File: src/inc/fep_pkg.sv
// package for the flash erase/protection host controller
package fep_pkg;
  // register offsets (byte addresses, one word each)
  localparam logic [7:0] REG_CTRL   = 8'h00;
  localparam logic [7:0] REG_ADDR   = 8'h04;
  localparam logic [7:0] REG_WDATA  = 8'h08;
  localparam logic [7:0] REG_STATUS = 8'h0C;
  localparam logic [7:0] REG_RDATA  = 8'h10;
  // control field positions
  localparam int CTRL_GO_BIT   = 0;
  localparam int CTRL_OP_LSB   = 1;
  localparam int CTRL_OP_W     = 3;
  localparam int CTRL_TMP_BIT  = 4;
  // status field positions
  localparam int ST_BUSY_BIT   = 0;
  localparam int ST_WIN_BIT    = 1;
  localparam int ST_REJ_BIT    = 2;
  localparam int ST_PROT_BIT   = 3;
  // timing: 40 MHz clock
  localparam int CLK_HZ        = 40_000_000;
  localparam int CLK_NS        = 1_000_000_000 / CLK_HZ;
  localparam int WR_PULSE_NS   = 35;
  localparam int WR_PULSE_CYC  = (WR_PULSE_NS + CLK_NS - 1) / CLK_NS;
  localparam int RD_ACC_NS     = 70;
  localparam int RD_ACC_CYC    = (RD_ACC_NS + CLK_NS - 1) / CLK_NS;
  localparam int PROT_PULSE_NS = 10_000;
  localparam int PROT_CYC      = (PROT_PULSE_NS + CLK_NS - 1) / CLK_NS;
  localparam int GLITCH_NS     = 5;
  localparam int GLITCH_CYC    = (GLITCH_NS + CLK_NS - 1) / CLK_NS;
  localparam logic [7:0] RST_DATA = 8'h00;
  localparam logic [7:0] UNPROT_CODE = 8'h00;
  localparam int DQ_WIN_BIT    = 3;
  // operation codes
  typedef enum logic [2:0] {
    OP_WRITE  = 3'h0,
    OP_READ   = 3'h1,
    OP_ADDSEC = 3'h2,
    OP_PROT   = 3'h3,
    OP_UNPROT = 3'h4,
    OP_VERIFY = 3'h5
  } fep_op_t;
  // pin bundle driven toward the flash
  typedef struct packed {
    logic       ce_n;
    logic       we_n;
    logic       oe_n;
    logic       oe_hv;
    logic       addr_bit_nine_hv;
    logic       rst_hv;
    logic [17:0] addr;
  } fep_pins_t;
endpackage

File: src/rtl/fep_host.sv
// host controller driving the flash erase/protection pins over wishbone
// Notes on behaviour
// - software reads flag before and after each added sector erase command; host samples it each read, sets rejected on a low then high pair.
// - write needs select and write strobe low with output strobe high.
// - protect: high voltage on addr nine and output strobe, pulse write.
// - unlock: high voltage on output strobe, addr nine, addr six high.
// - software protects every sector before whole-array unlock; host does not check it.
module fep_host
  import fep_pkg::*;
#(
  parameter int PROT_CYCLES = PROT_CYC
) (
  // clock and reset
  input  wire logic        clk,
  input  wire logic        rst,
  // classic wishbone slave
  input  wire logic        wb_cyc_i,
  input  wire logic        wb_stb_i,
  input  wire logic        wb_we_i,
  input  wire logic [7:0]  wb_adr_i,
  input  wire logic [3:0]  wb_sel_i,
  input  wire logic [31:0] wb_dat_i,
  output logic      [31:0] wb_dat_o,
  output logic             wb_ack_o,
  // flash control and address pins
  output fep_pins_t        pins,
  // flash data lines, three signals
  input  wire logic [7:0]  data_lines_i,
  output logic      [7:0]  data_lines_o,
  output logic             data_lines_oe
);
  // the pulse counter is 16 bits wide, so longer pulses cannot be timed
  if (PROT_CYCLES < 1 || PROT_CYCLES > 65536) begin : g_prot_check
    $error("PROT_CYCLES must lie between 1 and 65536");
  end

  typedef enum logic [4:0] {
    S_IDLE  = 5'b00001,
    S_SETUP = 5'b00010,
    S_PULSE = 5'b00100,
    S_READ  = 5'b01000,
    S_DONE  = 5'b10000
  } fep_state_t;

  fep_state_t  state;
  fep_op_t     op;
  logic        tmp_unprot;
  logic [17:0] addr;
  logic [7:0]  wdata;
  logic [7:0]  rdata;
  logic [15:0] cnt;
  logic        pre_win;
  logic        rejected;
  logic        prot_seen;
  logic        wb_hit;

  function automatic logic [15:0] cyc16(input int n);
    return 16'(n - 1);
  endfunction

  assign wb_hit = wb_cyc_i && wb_stb_i && !wb_ack_o;

  // ack one cycle after request, dropped in the cycle after
  always_ff @(posedge clk) begin
    if (rst) wb_ack_o <= 1'b0;
    else     wb_ack_o <= wb_hit;
  end

  // register writes; go ignored while busy
  always_ff @(posedge clk) begin
    if (rst) begin
      op         <= OP_READ;
      tmp_unprot <= 1'b0;
      addr       <= 18'h00000;
      wdata      <= RST_DATA;
    end else if (wb_hit && wb_we_i && state == S_IDLE) begin
      if (wb_adr_i == REG_CTRL && wb_sel_i[0]) begin
        op         <= fep_op_t'(wb_dat_i[CTRL_OP_LSB +: CTRL_OP_W]);
        tmp_unprot <= wb_dat_i[CTRL_TMP_BIT];
      end
      if (wb_adr_i == REG_ADDR)  addr  <= wb_dat_i[17:0];
      if (wb_adr_i == REG_WDATA && wb_sel_i[0]) wdata <= wb_dat_i[7:0];
    end
  end

  // read mux; unmapped reads return zero
  always_ff @(posedge clk) begin
    if (rst) wb_dat_o <= 32'h00000000;
    else if (wb_hit && !wb_we_i) begin
      case (wb_adr_i)
        REG_CTRL:   wb_dat_o <= {27'h0, tmp_unprot, op, 1'b0};
        REG_ADDR:   wb_dat_o <= {14'h0, addr};
        REG_WDATA:  wb_dat_o <= {24'h0, wdata};
        REG_STATUS: wb_dat_o <= {28'h0, prot_seen, rejected,
                                 rdata[DQ_WIN_BIT], state != S_IDLE};
        REG_RDATA:  wb_dat_o <= {24'h0, rdata};
        default:    wb_dat_o <= 32'h00000000;
      endcase
    end
  end

  logic go;
  assign go = wb_hit && wb_we_i && wb_adr_i == REG_CTRL && wb_sel_i[0]
              && wb_dat_i[CTRL_GO_BIT] && state == S_IDLE;

  // pin sequencer: setup, strobe pulse, read sample
  always_ff @(posedge clk) begin
    if (rst) begin
      state <= S_IDLE;
      cnt   <= 16'h0000;
    end else begin
      case (state)
        S_IDLE: if (go) state <= S_SETUP;
        S_SETUP: begin
          state <= (op == OP_READ || op == OP_VERIFY) ? S_READ : S_PULSE;
          cnt   <= (op == OP_PROT || op == OP_UNPROT) ?
                   cyc16(PROT_CYCLES) : cyc16(WR_PULSE_CYC);
        end
        S_PULSE: begin
          // pulse held well over glitch width so it counts as a write
          if (cnt == 16'h0000) state <= S_DONE;
          else cnt <= cnt - 16'h0001;
          if (cnt == cyc16(WR_PULSE_CYC)) cnt <= cnt - 16'h0001;
        end
        S_READ: begin
          if (cnt == 16'h0000) state <= S_DONE;
          else cnt <= cnt - 16'h0001;
        end
        S_DONE: state <= S_IDLE;
        default: state <= S_IDLE;
      endcase
      if (state == S_SETUP && (op == OP_READ || op == OP_VERIFY))
        cnt <= cyc16(RD_ACC_CYC);
    end
  end

  // capture read data at end of access
  always_ff @(posedge clk) begin
    if (rst) rdata <= RST_DATA;
    else if (state == S_READ && cnt == 16'h0000) rdata <= data_lines_i;
  end

  // window flag before an added sector command; high after means rejected
  always_ff @(posedge clk) begin
    if (rst) begin
      pre_win   <= 1'b0;
      rejected  <= 1'b0;
      prot_seen <= 1'b0;
    end else if (state == S_READ && cnt == 16'h0000) begin
      pre_win  <= data_lines_i[DQ_WIN_BIT];
      rejected <= op == OP_READ && pre_win == 1'b0
                  && data_lines_i[DQ_WIN_BIT];
      if (op == OP_VERIFY)
        prot_seen <= data_lines_i[0];
    end
  end

  // pin drive: write strobe only with select low and output strobe high
  always_comb begin
    pins.addr   = addr;
    pins.ce_n   = !(state == S_PULSE || state == S_READ);
    pins.we_n   = !(state == S_PULSE);
    pins.oe_n   = !(state == S_READ);
    pins.oe_hv  = (op == OP_PROT || op == OP_UNPROT) &&
                  (state == S_SETUP || state == S_PULSE);
    pins.addr_bit_nine_hv = (op == OP_PROT || op == OP_UNPROT ||
                             op == OP_VERIFY) &&
                            state != S_IDLE && state != S_DONE;
    pins.rst_hv = tmp_unprot;
    // software must protect every sector first; unlock does not check it
    if (op == OP_UNPROT) pins.addr[6] = 1'b1;
    if (op == OP_PROT)   pins.addr[6] = 1'b0;
    // bit one stays as software set it, so identity codes stay reachable
    if (op == OP_VERIFY) pins.addr[0] = 1'b0;
    if (op == OP_VERIFY) pins.addr[6] = 1'b0;
    // protect/unlock raise the output strobe to high voltage instead
    if (op == OP_PROT || op == OP_UNPROT)
      pins.oe_n = 1'b1;
  end

  // data lines driven during write pulses of normal commands and for one cycle after
  always_ff @(posedge clk) begin
    if (rst) begin
      data_lines_o  <= RST_DATA;
      data_lines_oe <= 1'b0;
    end else begin
      data_lines_o  <= wdata;
      data_lines_oe <= (state == S_SETUP || state == S_PULSE) &&
                       (op == OP_WRITE || op == OP_ADDSEC);
    end
  end

  // write strobe low only while select low and output strobe high
  a_we_qual: assert property (@(posedge clk) disable iff (rst)
    !pins.we_n |-> !pins.ce_n && pins.oe_n)
    else $error("write strobe without valid qualifiers");
  a_no_rd_wr: assert property (@(posedge clk) disable iff (rst)
    !pins.oe_n |-> pins.we_n)
    else $error("output strobe low during write");
  a_pulse_width: assert property (@(posedge clk) disable iff (rst)
    $fell(pins.we_n) |-> !pins.we_n [*2])
    else $error("write pulse too short");
  a_prot_hv: assert property (@(posedge clk) disable iff (rst)
    !pins.we_n && op == OP_PROT |->
    pins.addr_bit_nine_hv && pins.oe_hv)
    else $error("protect pulse without high voltage");
  a_unprot_six: assert property (@(posedge clk) disable iff (rst)
    !pins.we_n && op == OP_UNPROT |->
    pins.addr[6] && pins.addr_bit_nine_hv)
    else $error("unlock pulse without addr six high");
  a_verify_addr: assert property (@(posedge clk) disable iff (rst)
    !pins.oe_n && op == OP_VERIFY |-> !pins.addr[0] && !pins.addr[6]
    && pins.addr[1] == addr[1] && pins.addr_bit_nine_hv)
    else $error("verify address wrong");
  // clear pin level must not move under a write pulse
  a_tmp_stable: assert property (@(posedge clk) disable iff (rst)
    !pins.we_n |-> $stable(pins.rst_hv))
    else $error("clear pin level changed during write pulse");
  a_ack_drop: assert property (@(posedge clk) disable iff (rst)
    wb_ack_o |=> !wb_ack_o)
    else $error("ack held two cycles");
  a_idle_back: assert property (@(posedge clk) disable iff (rst)
    state == S_DONE |=> state == S_IDLE)
    else $error("sequencer stuck in done");

  c_write:   cover property (@(posedge clk) op == OP_WRITE && $rose(pins.we_n));
  c_verify:  cover property (@(posedge clk) op == OP_VERIFY && state == S_DONE);
  c_reject:  cover property (@(posedge clk) $rose(rejected));
  c_unprot:  cover property (@(posedge clk) op == OP_UNPROT && state == S_DONE);
endmodule

File: config.mk
export PLATFORM = sky130hd
export DESIGN_NAME = fep_host
export DESIGN_NICKNAME = d
export VERILOG_FILES = /design/src/inc/fep_pkg.sv /design/src/rtl/fep_host.sv
export SDC_FILE = /design/constraint.sdc
export NUM_CORES = 1
export LEC_CHECK = 0
export ABC_CLOCK_PERIOD_IN_PS = 2500
export BUFFER_PORTS_ARGS = -buffer_cell sky130_fd_sc_hd__buf_2
export CAP_MARGIN = 20
export CORE_AREA = 2 2 94 96
export CTS_CLUSTER_SIZE = 28
export DETAILED_ROUTE_END_ITERATION = 7
export DIE_AREA = 0 0 96 98
export PLACE_DENSITY = 0.78
export SLEW_MARGIN = 30
export SYNTH_ARGS = -nofsm -noshare
export SYNTH_HDL_FRONTEND = slang
export SYNTH_SLANG_ARGS = --single-unit
File: constraint.sdc
create_clock -name clk -period 2.5 [get_ports clk]
set_input_delay 0 -clock clk [delete_from_list [all_inputs] [get_ports clk]]
set_output_delay 0 -clock clk [all_outputs]
set_load 0.02 [all_outputs]
# Yosys cells after proc, flatten, opt, wreduce, memory -nomap -nowiden
# Cells that the tools add are included.
# word_totals
ff_bits,104
inputBits,57
output_inout_bits,66
wordCells,92
# op_classes
addsub,1
n_eq_ne,18
mux,15
bitwise_logic,1
n_reduce_logical,42
# ops
operator,count
case mux 18 bit (5 select lines),1
case mux 16 bit (3 select lines),1
2-to-1 mux 16 bit,2
logical AND 1 bit,19
equality test 16 x 1 -> 1 bit (second input constant),1
equality test 8 x 4 -> 1 bit (second input constant),2
logical NOT 16 bit,1
subtractor 16 x 1 -> 16 bit (second input constant),1
case mux 5 bit (3 select lines),1
2-to-1 mux 5 bit,2
AND reduction 2 bit,5
2-to-1 mux 9 bit,1
equality test 8 x 3 -> 1 bit (second input constant),1
equality test 8 x 5 -> 1 bit (second input constant),1
logical NOT 8 bit,1
equality test 3 x 2 -> 1 bit (second input constant),2
equality test 3 bit (second input constant),2
logical OR 1 bit,6
equality test 5 x 1 -> 1 bit (second input constant),1
equality test 5 x 2 -> 1 bit (second input constant),1
equality test 5 x 3 -> 1 bit (second input constant),1
equality test 5 x 4 -> 1 bit (second input constant),1
logical NOT 1 bit,5
2-to-1 mux 1 bit,5
other kinds (12),13

# Depth between registers and ports, before layout
# Gate-level depths: netlist of the first run.
# depth
depth_word,9
mapped_depth,8
mapped_depth_nobuf,7

# Worst setup path before layout of the first run
# OpenSTA, ideal clock, no wires.
# synth_path
kind,reg-to-reg
start,reg cnt[1]
end,reg cnt[12]
setup_time_ns,0.074
arrival_ns,1.813
required_time_ns,2.426
slack_ns,0.613
path_stages_with_launch,8
path_buffers,0
period_less_slack_ns,1.887
cell_sequence,dfxtp_1 > inv_1 > ha_1 > or3b_4 > a31oi_4 > nor2_2 > or4_1 > a31oi_1
# synth_between
elab_chain_len,4
word_cells_on_any_way,6
classes_between,add/sub (1); eq/ne (1); mux (3); reduce/logical (1)
# synth_lines
item,line_no,rtl
start: declaration,fep_host.sv:51,logic [15:0] cnt;
start signal: assignment,fep_host.sv:116,cnt <= (op == OP_PROT || op == OP_UNPROT) ?
start signal: assignment,fep_host.sv:122,else cnt <= cnt - 16'h0001;
start signal: assignment,fep_host.sv:123,if (cnt == cyc16(WR_PULSE_CYC)) cnt <= cnt - 16'h0001;
subtractor 16 x 1 -> 16 bit or logical NOT 16 bit (tied branches),-,
2-to-1 mux 16 bit,"fep_host.sv:121, fep_host.sv:126",
2-to-1 mux 16 bit,fep_host.sv:123,
case mux 16 bit (3 select lines) (*),fep_host.sv:112,case (state)
# Mark *: on every way between the ends. The rest lies on a longest branch, timed or not.
# A chain may end at the register's enable or synchronous reset.

# Worst setup path in the final report of the first run
# layout_path
start,reg cnt[1]
end,reg rdata[2]
# layout_between
elab_chain_len,2
# layout_lines
item,line_no,rtl
logical NOT 16 bit,fep_host.sv:140,else if (state == S_READ && cnt == 16'h0000) rdata <= data_lines_i;
logical AND 1 bit,fep_host.sv:140,
end signal: assignment,fep_host.sv:140,
end: declaration,fep_host.sv:50,logic [7:0] rdata;
# Every way passes these cells.

==> key figures, run 1 <==
Final layout
  – Syn-to-layout area delta: 19.5%
  – Fin area: 0.00507 mm2
  – Antenna diodes: 0
  – Area of the multi-input gates: 0.00214 mm2
  – Nets@finish: 666
  – Share of post-route cells with drive strength above 1: 22.1%
  – Reg area: 0.00178 mm2
  – Non-Filler Instances: 720
  – Fillers: 749

Power and ir drop
  – Peak VDD IR: 0.363 mV
  – Cell Pwr Density: 517 mW/mm2
  – Total power: 2.62 mW
  – Static Leak: 2.03 nW

STA
  – Unrepaired setup endpoints after global routing: no
  – Max_slew headroom: 56.0%
  – Highest clock rate: 0.433 GHz
  – Setup violators final: 0
  – Worst hold margin: 0.0363 ns
  – Fin. Hold Viols: 0
  – Setup tns final: 0 ns
  – Worst-Margin Slew: 0.661 ns
  – Skew final: 0.0119 ns
  – Max-slew violation count: 0
  – Fin crit share: 92.3%
  – Final Critical Period: 2.31 ns

Critical path
  – Startpoint Class: register
  – Worst Path Arrival: 2.55 ns
  – Critical Path End: rdata[2]
  – R2R setup slack: 0.19 ns
  – Worst setup path start: cnt[1]
  – Crit Path Category: reg -> reg
  – WP data required: 2.75 ns
  – Worst R2R Path Depth: 7
  – Reg2reg start: cnt[1]
  – Worst R2R End: rdata[2]
  – Crit. End Element: register
  – Critical path peak fanout: 9

Detailed routing
  – Routed length on met3: 680 um
  – Met2 routed WL: 5590 um
  – Drt wl/cell: 15.9 um
  – DR iter-0 viols: 332
  – ANT nets after route: 0
  – Drt first pass iters: 5
  – Vias: 4033
  – DRC violations left: 0
  – Max layer used: met4
  – Routed wire length: 11500 um
  – Wl on met1: 4780 um
  – Via density: 5.60

GRT
  – Initial antenna violation count: 0
  – Vias in the first global route: 3700
  – Total GRT Usage: 24.6%
  – Overflow after GRT: 0
  – First-pass GRT wire length: 18200 um
  – Largest net degree at the start of global routing: 30

Place
  – Gpl congestion: 0.913
  – Hpwl dp: 8090 um
  – Placed Area: 0.00460 mm2
  – Dpl cells: 676
  – Port bufs: 91

CTS
  – Post-CTS sizing: 0
  – Clk_lat worst skew: 0.37 ns
  – CTS tree: done
  – Clk buf depth: 2
  – Root Buffer: clkbuf_8
  – Clock sinks: 89
  – H-Tree Depth: 3
  – Cts bufs inserted: 9
  – Clk pin slew, worst setup/hold paths: 0.10 ns

Floorplan
  – Core ar.: 0.00847 mm2
  – Die Area: 0.00941 mm2
  – I/O pin count: 123
  – Die X-Extent: 96 um
  – Die Height: 98 um
  – Initial Utilization: 50.1%
  – Row count: 34

Synth
  – Count leader, synth: dfxtp_1
  – EDFF count, synth: 0
  – Synth Register Bits: 89
  – Cell taking the most area after synthesis: dfxtp_1
  – Syn_area_per_cell: 8.29 um2
  – Area contributors post-synth: dfxtp_1 (42%), nand2_1 (7.0%), a21oi_1 (6.6%)
  – FFs w/ async S/R, synth: 0%
  – Synth Warn #: 0
  – Synth cell types: 56
  – Ys flop type: dfxtp_1
  – Post-synthesis sequential area ratio: 42.0%
  – Cells after synthesis: 512
  – Commonest cells in the netlist: dfxtp_1 (89), nand2_1 (79), a21oi_1 (56), nor2_1 (41), buf_4 (33)
  – Area fraction of the dominant cell type after synthesis: 42.0%
  – Cell area after synthesis: 0.00425 mm2

Status
  – Status: completed

Job
  – Max-cap violation count: 0

Min path
  – Hold Crit Class: in -> reg
[power by group]
part	internal [mW]	total, mW	switching (mW)
sequential	1.42	1.44	0.0130
combinational	0.0863	0.217	0.130
clock	0.392	0.970	0.578
total	1.90	2.62	0.721
[how the worst min path moves through the flow]
stage | startpoint | to | slack, ns | cells past startpoint
after floorplan | wb_dat_i[1] | op[0] | 0.12 | 2
after global placement | wb_dat_i[16] | addr[16] | 0.25 | 3
after detailed placement | wb_dat_i[15] | addr[15] | 0.25 | 3
after CTS | rst | rdata[2] | 0.03 | 2
after global routing | rst | wdata[3] | 0.06 | 2
final | rst | rdata[2] | 0.04 | 2
[worst max-delay path, cell delays in order (launching register included)]
cell and delay [ns]:
dfxtp_1 0.38, inv_1 0.12, ha_1 0.28, nor3b_1 0.34
nand4_2 0.29, nor2_2 0.46, mux2i_1 0.25, nor2_1 0.05
[area by class of cell]
cell class | instances | area share, %
Clock buffer | 9 | 2.44
Clock inverter | 7 | 1.43
Inverter | 5 | 0.370
Multi-Input combinational cell | 374 | 42.2
Sequential cell | 89 | 35.1
Tap cell | 108 | 2.66
Timing Repair Buffer | 128 | 15.8
[sequential cells by signal, indices dropped and copies added, names as in the netlist, 3 cells and up]
| register | count |
|---|---|
| addr | 18 |
| wb_dat_o | 18 |
| cnt | 16 |
| data_lines_o | 8 |
| rdata | 8 |
| wdata | 8 |
| state | 5 |
| op | 3 |
[what timing repair did]
action	in CTS	in global routing
hold buffers	28	0
endpoints found under the hold margin	41	0
setup buffers	0	0
[kinds of logic after synthesis]
logic type	after synthesis	synth area share, %
adders and majority gates	2	0.589
AOI/OAI and AO/OA	112	16.3
xor gates and xnor gates	4	0.825
and+or+nand+nor	223	26.9
muxes	19	4.57
other	1	0.0883
buffers and inverters	62	8.78
DFF	89	42.0
[cells in the final DEF (no fill, tap or decap), types with 9 or more instances in the layout]
cell type      synthesis  final
buf_2                  7     91
dfxtp_1               89     89
nand2_1               79     79
a21oi_1               56     56
nor2_1                41     41
dlygate4sd3_1          0     28
nand3_1               23     23
o21ai_1               18     18
mux2i_1               16     16
nor3_1                14     14
conb_1                 1     14
nor2b_1               11     11
clkbuf_8               0      9
buf_4                 33      9
[metrics by stage]
stage          setup WS, ns  util (%)
2_1_floorplan         0.613         -
4_1_cts               0.238      59.9
3_3_place_gp          0.400      54.3
3_5_place_dp          0.307      54.3
5_1_grt              0.0602      59.9
6_report              0.193      59.9
[layer usage]
metal | global-route usage (%) | vias to the layer above
met3 | 3.55 | 39
met1 | 31.8 | 1874
met5 | 0 | -
met2 | 39.6 | 174
met4 | 12.3 | 0
li1 | - | 1946
No activity file was read; power rests on OpenSTA's default activity.
==> inputs of run 2 (changes only) <==
--- a/config.mk
+++ b/config.mk
@@ -14,4 +14,5 @@
 export DIE_AREA = 0 0 96 98
 export PLACE_DENSITY = 0.78
+export SKIP_LAST_GASP = 1
 export SLEW_MARGIN = 30
 export SYNTH_ARGS = -nofsm -noshare
==> constraint.sdc (replaced) <==
create_clock -name clk -period 2.5 [get_ports clk]
set_input_delay 0.25 -clock clk [delete_from_list [all_inputs] [get_ports clk]]
set_output_delay 0.25 -clock clk [all_outputs]
set_load 0.02 [all_outputs]
==> run 2 against run 1 <==
Cell area is 5.3% lower. First-iteration DRC count down 29%. Sequential share of layout area is 2.0 points higher. Clock power is 6% higher. Die area is the same. Power rose by 1.1%. Global-route usage decreased by 0.92 points. Critical path depth increased by 1. Utilization down 3.2 points. Largest power group unchanged. Highest routed layer unchanged.
==> key figures, run 2 (same netlist as run 1, synthesis figures left out) <==
Status
  – Status: completed

Critical path
  – Worst Path Arrival: 2.49 ns (-0.06 ns)
  – WP data required: 2.73 ns (-0.02 ns)
  – Crit. End Element: register
  – Crit Path Category: reg -> reg
  – R2R setup slack: 0.24 ns (+0.05 ns)
  – Reg2reg start: cnt[0]
  – Worst R2R End: cnt[13]
  – Startpoint Class: register
  – Worst R2R Path Depth: 8 (+1)
  – Critical path peak fanout: 10 (+1)

STA
  – Fin crit share: 90.4% (-1.9 points)
  – Worst-Margin Slew: 0.597 ns (-0.0638 ns)
  – Max-slew violation count: 0 (unchanged)
  – Max_slew headroom: 60.2% (+4.3 points)
  – Highest clock rate: 0.443 GHz (+2.1%)
  – Fin. Hold Viols: 0 (unchanged)
  – Skew final: 0.0129 ns (+0.00101 ns)
  – Unrepaired setup endpoints after global routing: no
  – Setup violators final: 0 (unchanged)
  – Final Critical Period: 2.26 ns (-0.0476 ns)
  – Setup tns final: 0 ns (unchanged)

GRT
  – Largest net degree at the start of global routing: 32 (+6.7%)
  – Vias in the first global route: 3645 (-1.5%)
  – Overflow after GRT: 0 (unchanged)
  – Initial antenna violation count: 0 (unchanged)
  – Total GRT Usage: 23.7% (-0.92 points)
  – First-pass GRT wire length: 17700 um (-2.6%)

Place
  – Placed Area: 0.00460 mm2 (unchanged)
  – Port bufs: 91 (unchanged)
  – Hpwl dp: 7950 um (-1.8%)
  – Gpl congestion: 0.894 (-2.1%)

Detailed routing
  – DR iter-0 viols: 235 (-29%)
  – ANT nets after route: 0 (unchanged)
  – Routed wire length: 10800 um (-6.0%)
  – Drt first pass iters: 5 (unchanged)
  – Drt wl/cell: 15.6 um (-2.2%)
  – DRC violations left: 0 (unchanged)
  – Via density: 5.71 (+1.9%)
  – Vias: 3948 (-2.1%)

CTS
  – H-Tree Depth: 3 (unchanged)
  – Clk_lat worst skew: 0.36 ns (about the same)
  – CTS tree: done
  – Hold Buf Count CTS: 0 (-100%)
  – Cts bufs inserted: 9 (unchanged)
  – Clock sinks: 89 (unchanged)
  – Root Buffer: clkbuf_8
  – Post-CTS Setup Bufs: 0 (unchanged)
  – Clk buf depth: 2 (unchanged)
  – Post-CTS sizing: 0 (unchanged)
  – Clk pin slew, worst setup/hold paths: 0.10 ns (about the same)

Min path
  – Hold wc startpoint: wb_dat_i[15]
  – Hold Crit Depth: 3 (+1)
  – Worst hold endpoint: addr[15]
  – Hold Crit Class: in -> reg

Floorplan
  – Die X-Extent: 96 um (unchanged)
  – I/O pin count: 123 (unchanged)
  – Die Height: 98 um (unchanged)
  – Core ar.: 0.00847 mm2 (unchanged)
  – Die Area: 0.00941 mm2 (unchanged)
  – Initial Utilization: 50.1% (unchanged)
  – Row count: 34 (unchanged)

Final layout
  – Fin area: 0.00481 mm2 (-5.3%)
  – Nets@finish: 638 (-4.2%)
  – Most frequent cells in the layout: buf_2 (91), dfxtp_1 (89), nand2_1 (79), a21oi_1 (56), nor2_1 (41)
  – Share of post-route cells with drive strength above 1: 23.1% (+1.1 points)
  – Fillers: 765 (+2.1%)
  – Top flop regs: addr x18, wb_dat_o x18, cnt x16
  – Antenna diodes: 0 (unchanged)
  – Syn-to-layout area delta: 13.2%
  – Commonest non-fill, non-tap cell in the layout: buf_2

Power and ir drop
  – Static Leak: 1.92 nW (-5.4%)
  – Cell Pwr Density: 552 mW/mm2 (+6.8%)
  – Peak VDD IR: 0.333 mV (-8.3%)

Job
  – Max-cap violation count: 0 (unchanged)
run 2: per-layer routing:
layer / part of all wire, % / routed length [um] / vias to the layer above / GRT usage (%)
li1: - / - / 1886 / -
met1: 42 / 4510 / 1866 / 32.4
met2: 49 / 5250 / 175 / 37.0
met3: 7.4 / 795 / 21 / 4.40
met4: 2.2 / 240 / 0 / 8.79
met5: 0 / 0 / - / 0
run 2: worst max-delay path, cell delays in order, from the launching register on:
cell and delay [ns]:
dfxtp_1 0.37, inv_1 0.11, ha_1 0.27, nor3b_1 0.32
nand4_2 0.25, buf_4 0.25, o21ai_4 0.31, nor4b_1 0.12
mux2i_1 0.13
run 2: through the flow:
stage / hold slack (ns) / power [mW] / utilization [%] / worst slack [ns] / cells
2_1_floorplan: 0.371 / 1.60 / - / 0.613 / 525
6_report: 0.119 / 2.65 / 56.8 / 0.240 / 692
5_1_grt: 0.113 / 2.75 / 56.8 / 0.0676 / 692
3_5_place_dp: 0.439 / 1.65 / 54.3 / 0.323 / 676
3_3_place_gp: 0.436 / 1.64 / 54.3 / 0.390 / 676
4_1_cts: 0.113 / 2.66 / 56.8 / 0.275 / 692
run 2: worst max-delay path by stage:
stage,from,cells past startpoint,to,slack (ns)
2_1_floorplan,cnt[1],7,cnt[12],0.61
6_report,cnt[0],8,cnt[13],0.24
3_5_place_dp,cnt[0],8,cnt[0],0.32
3_3_place_gp,cnt[0],8,cnt[0],0.39
5_1_grt,cnt[0],8,cnt[0],0.07
4_1_cts,cnt[0],8,cnt[13],0.28
run 2: report_power, final:
group          switching (mW)  leakage, nW  internal, mW
clock                   0.554        0.103         0.481
sequential             0.0132        0.717          1.42
combinational           0.121         1.10        0.0588
run 2: layout make-up:
type                       count  area (um2)  area share (%)
clock buffer                   9         124            2.58
clock inverter                 7        83.8            1.74
inverter                       5        18.8           0.391
multi-input combinational    374        2140            44.5
sequential                    89        1780            37.1
tap                          108         135            2.81
timing repair buffer         100         523            10.9
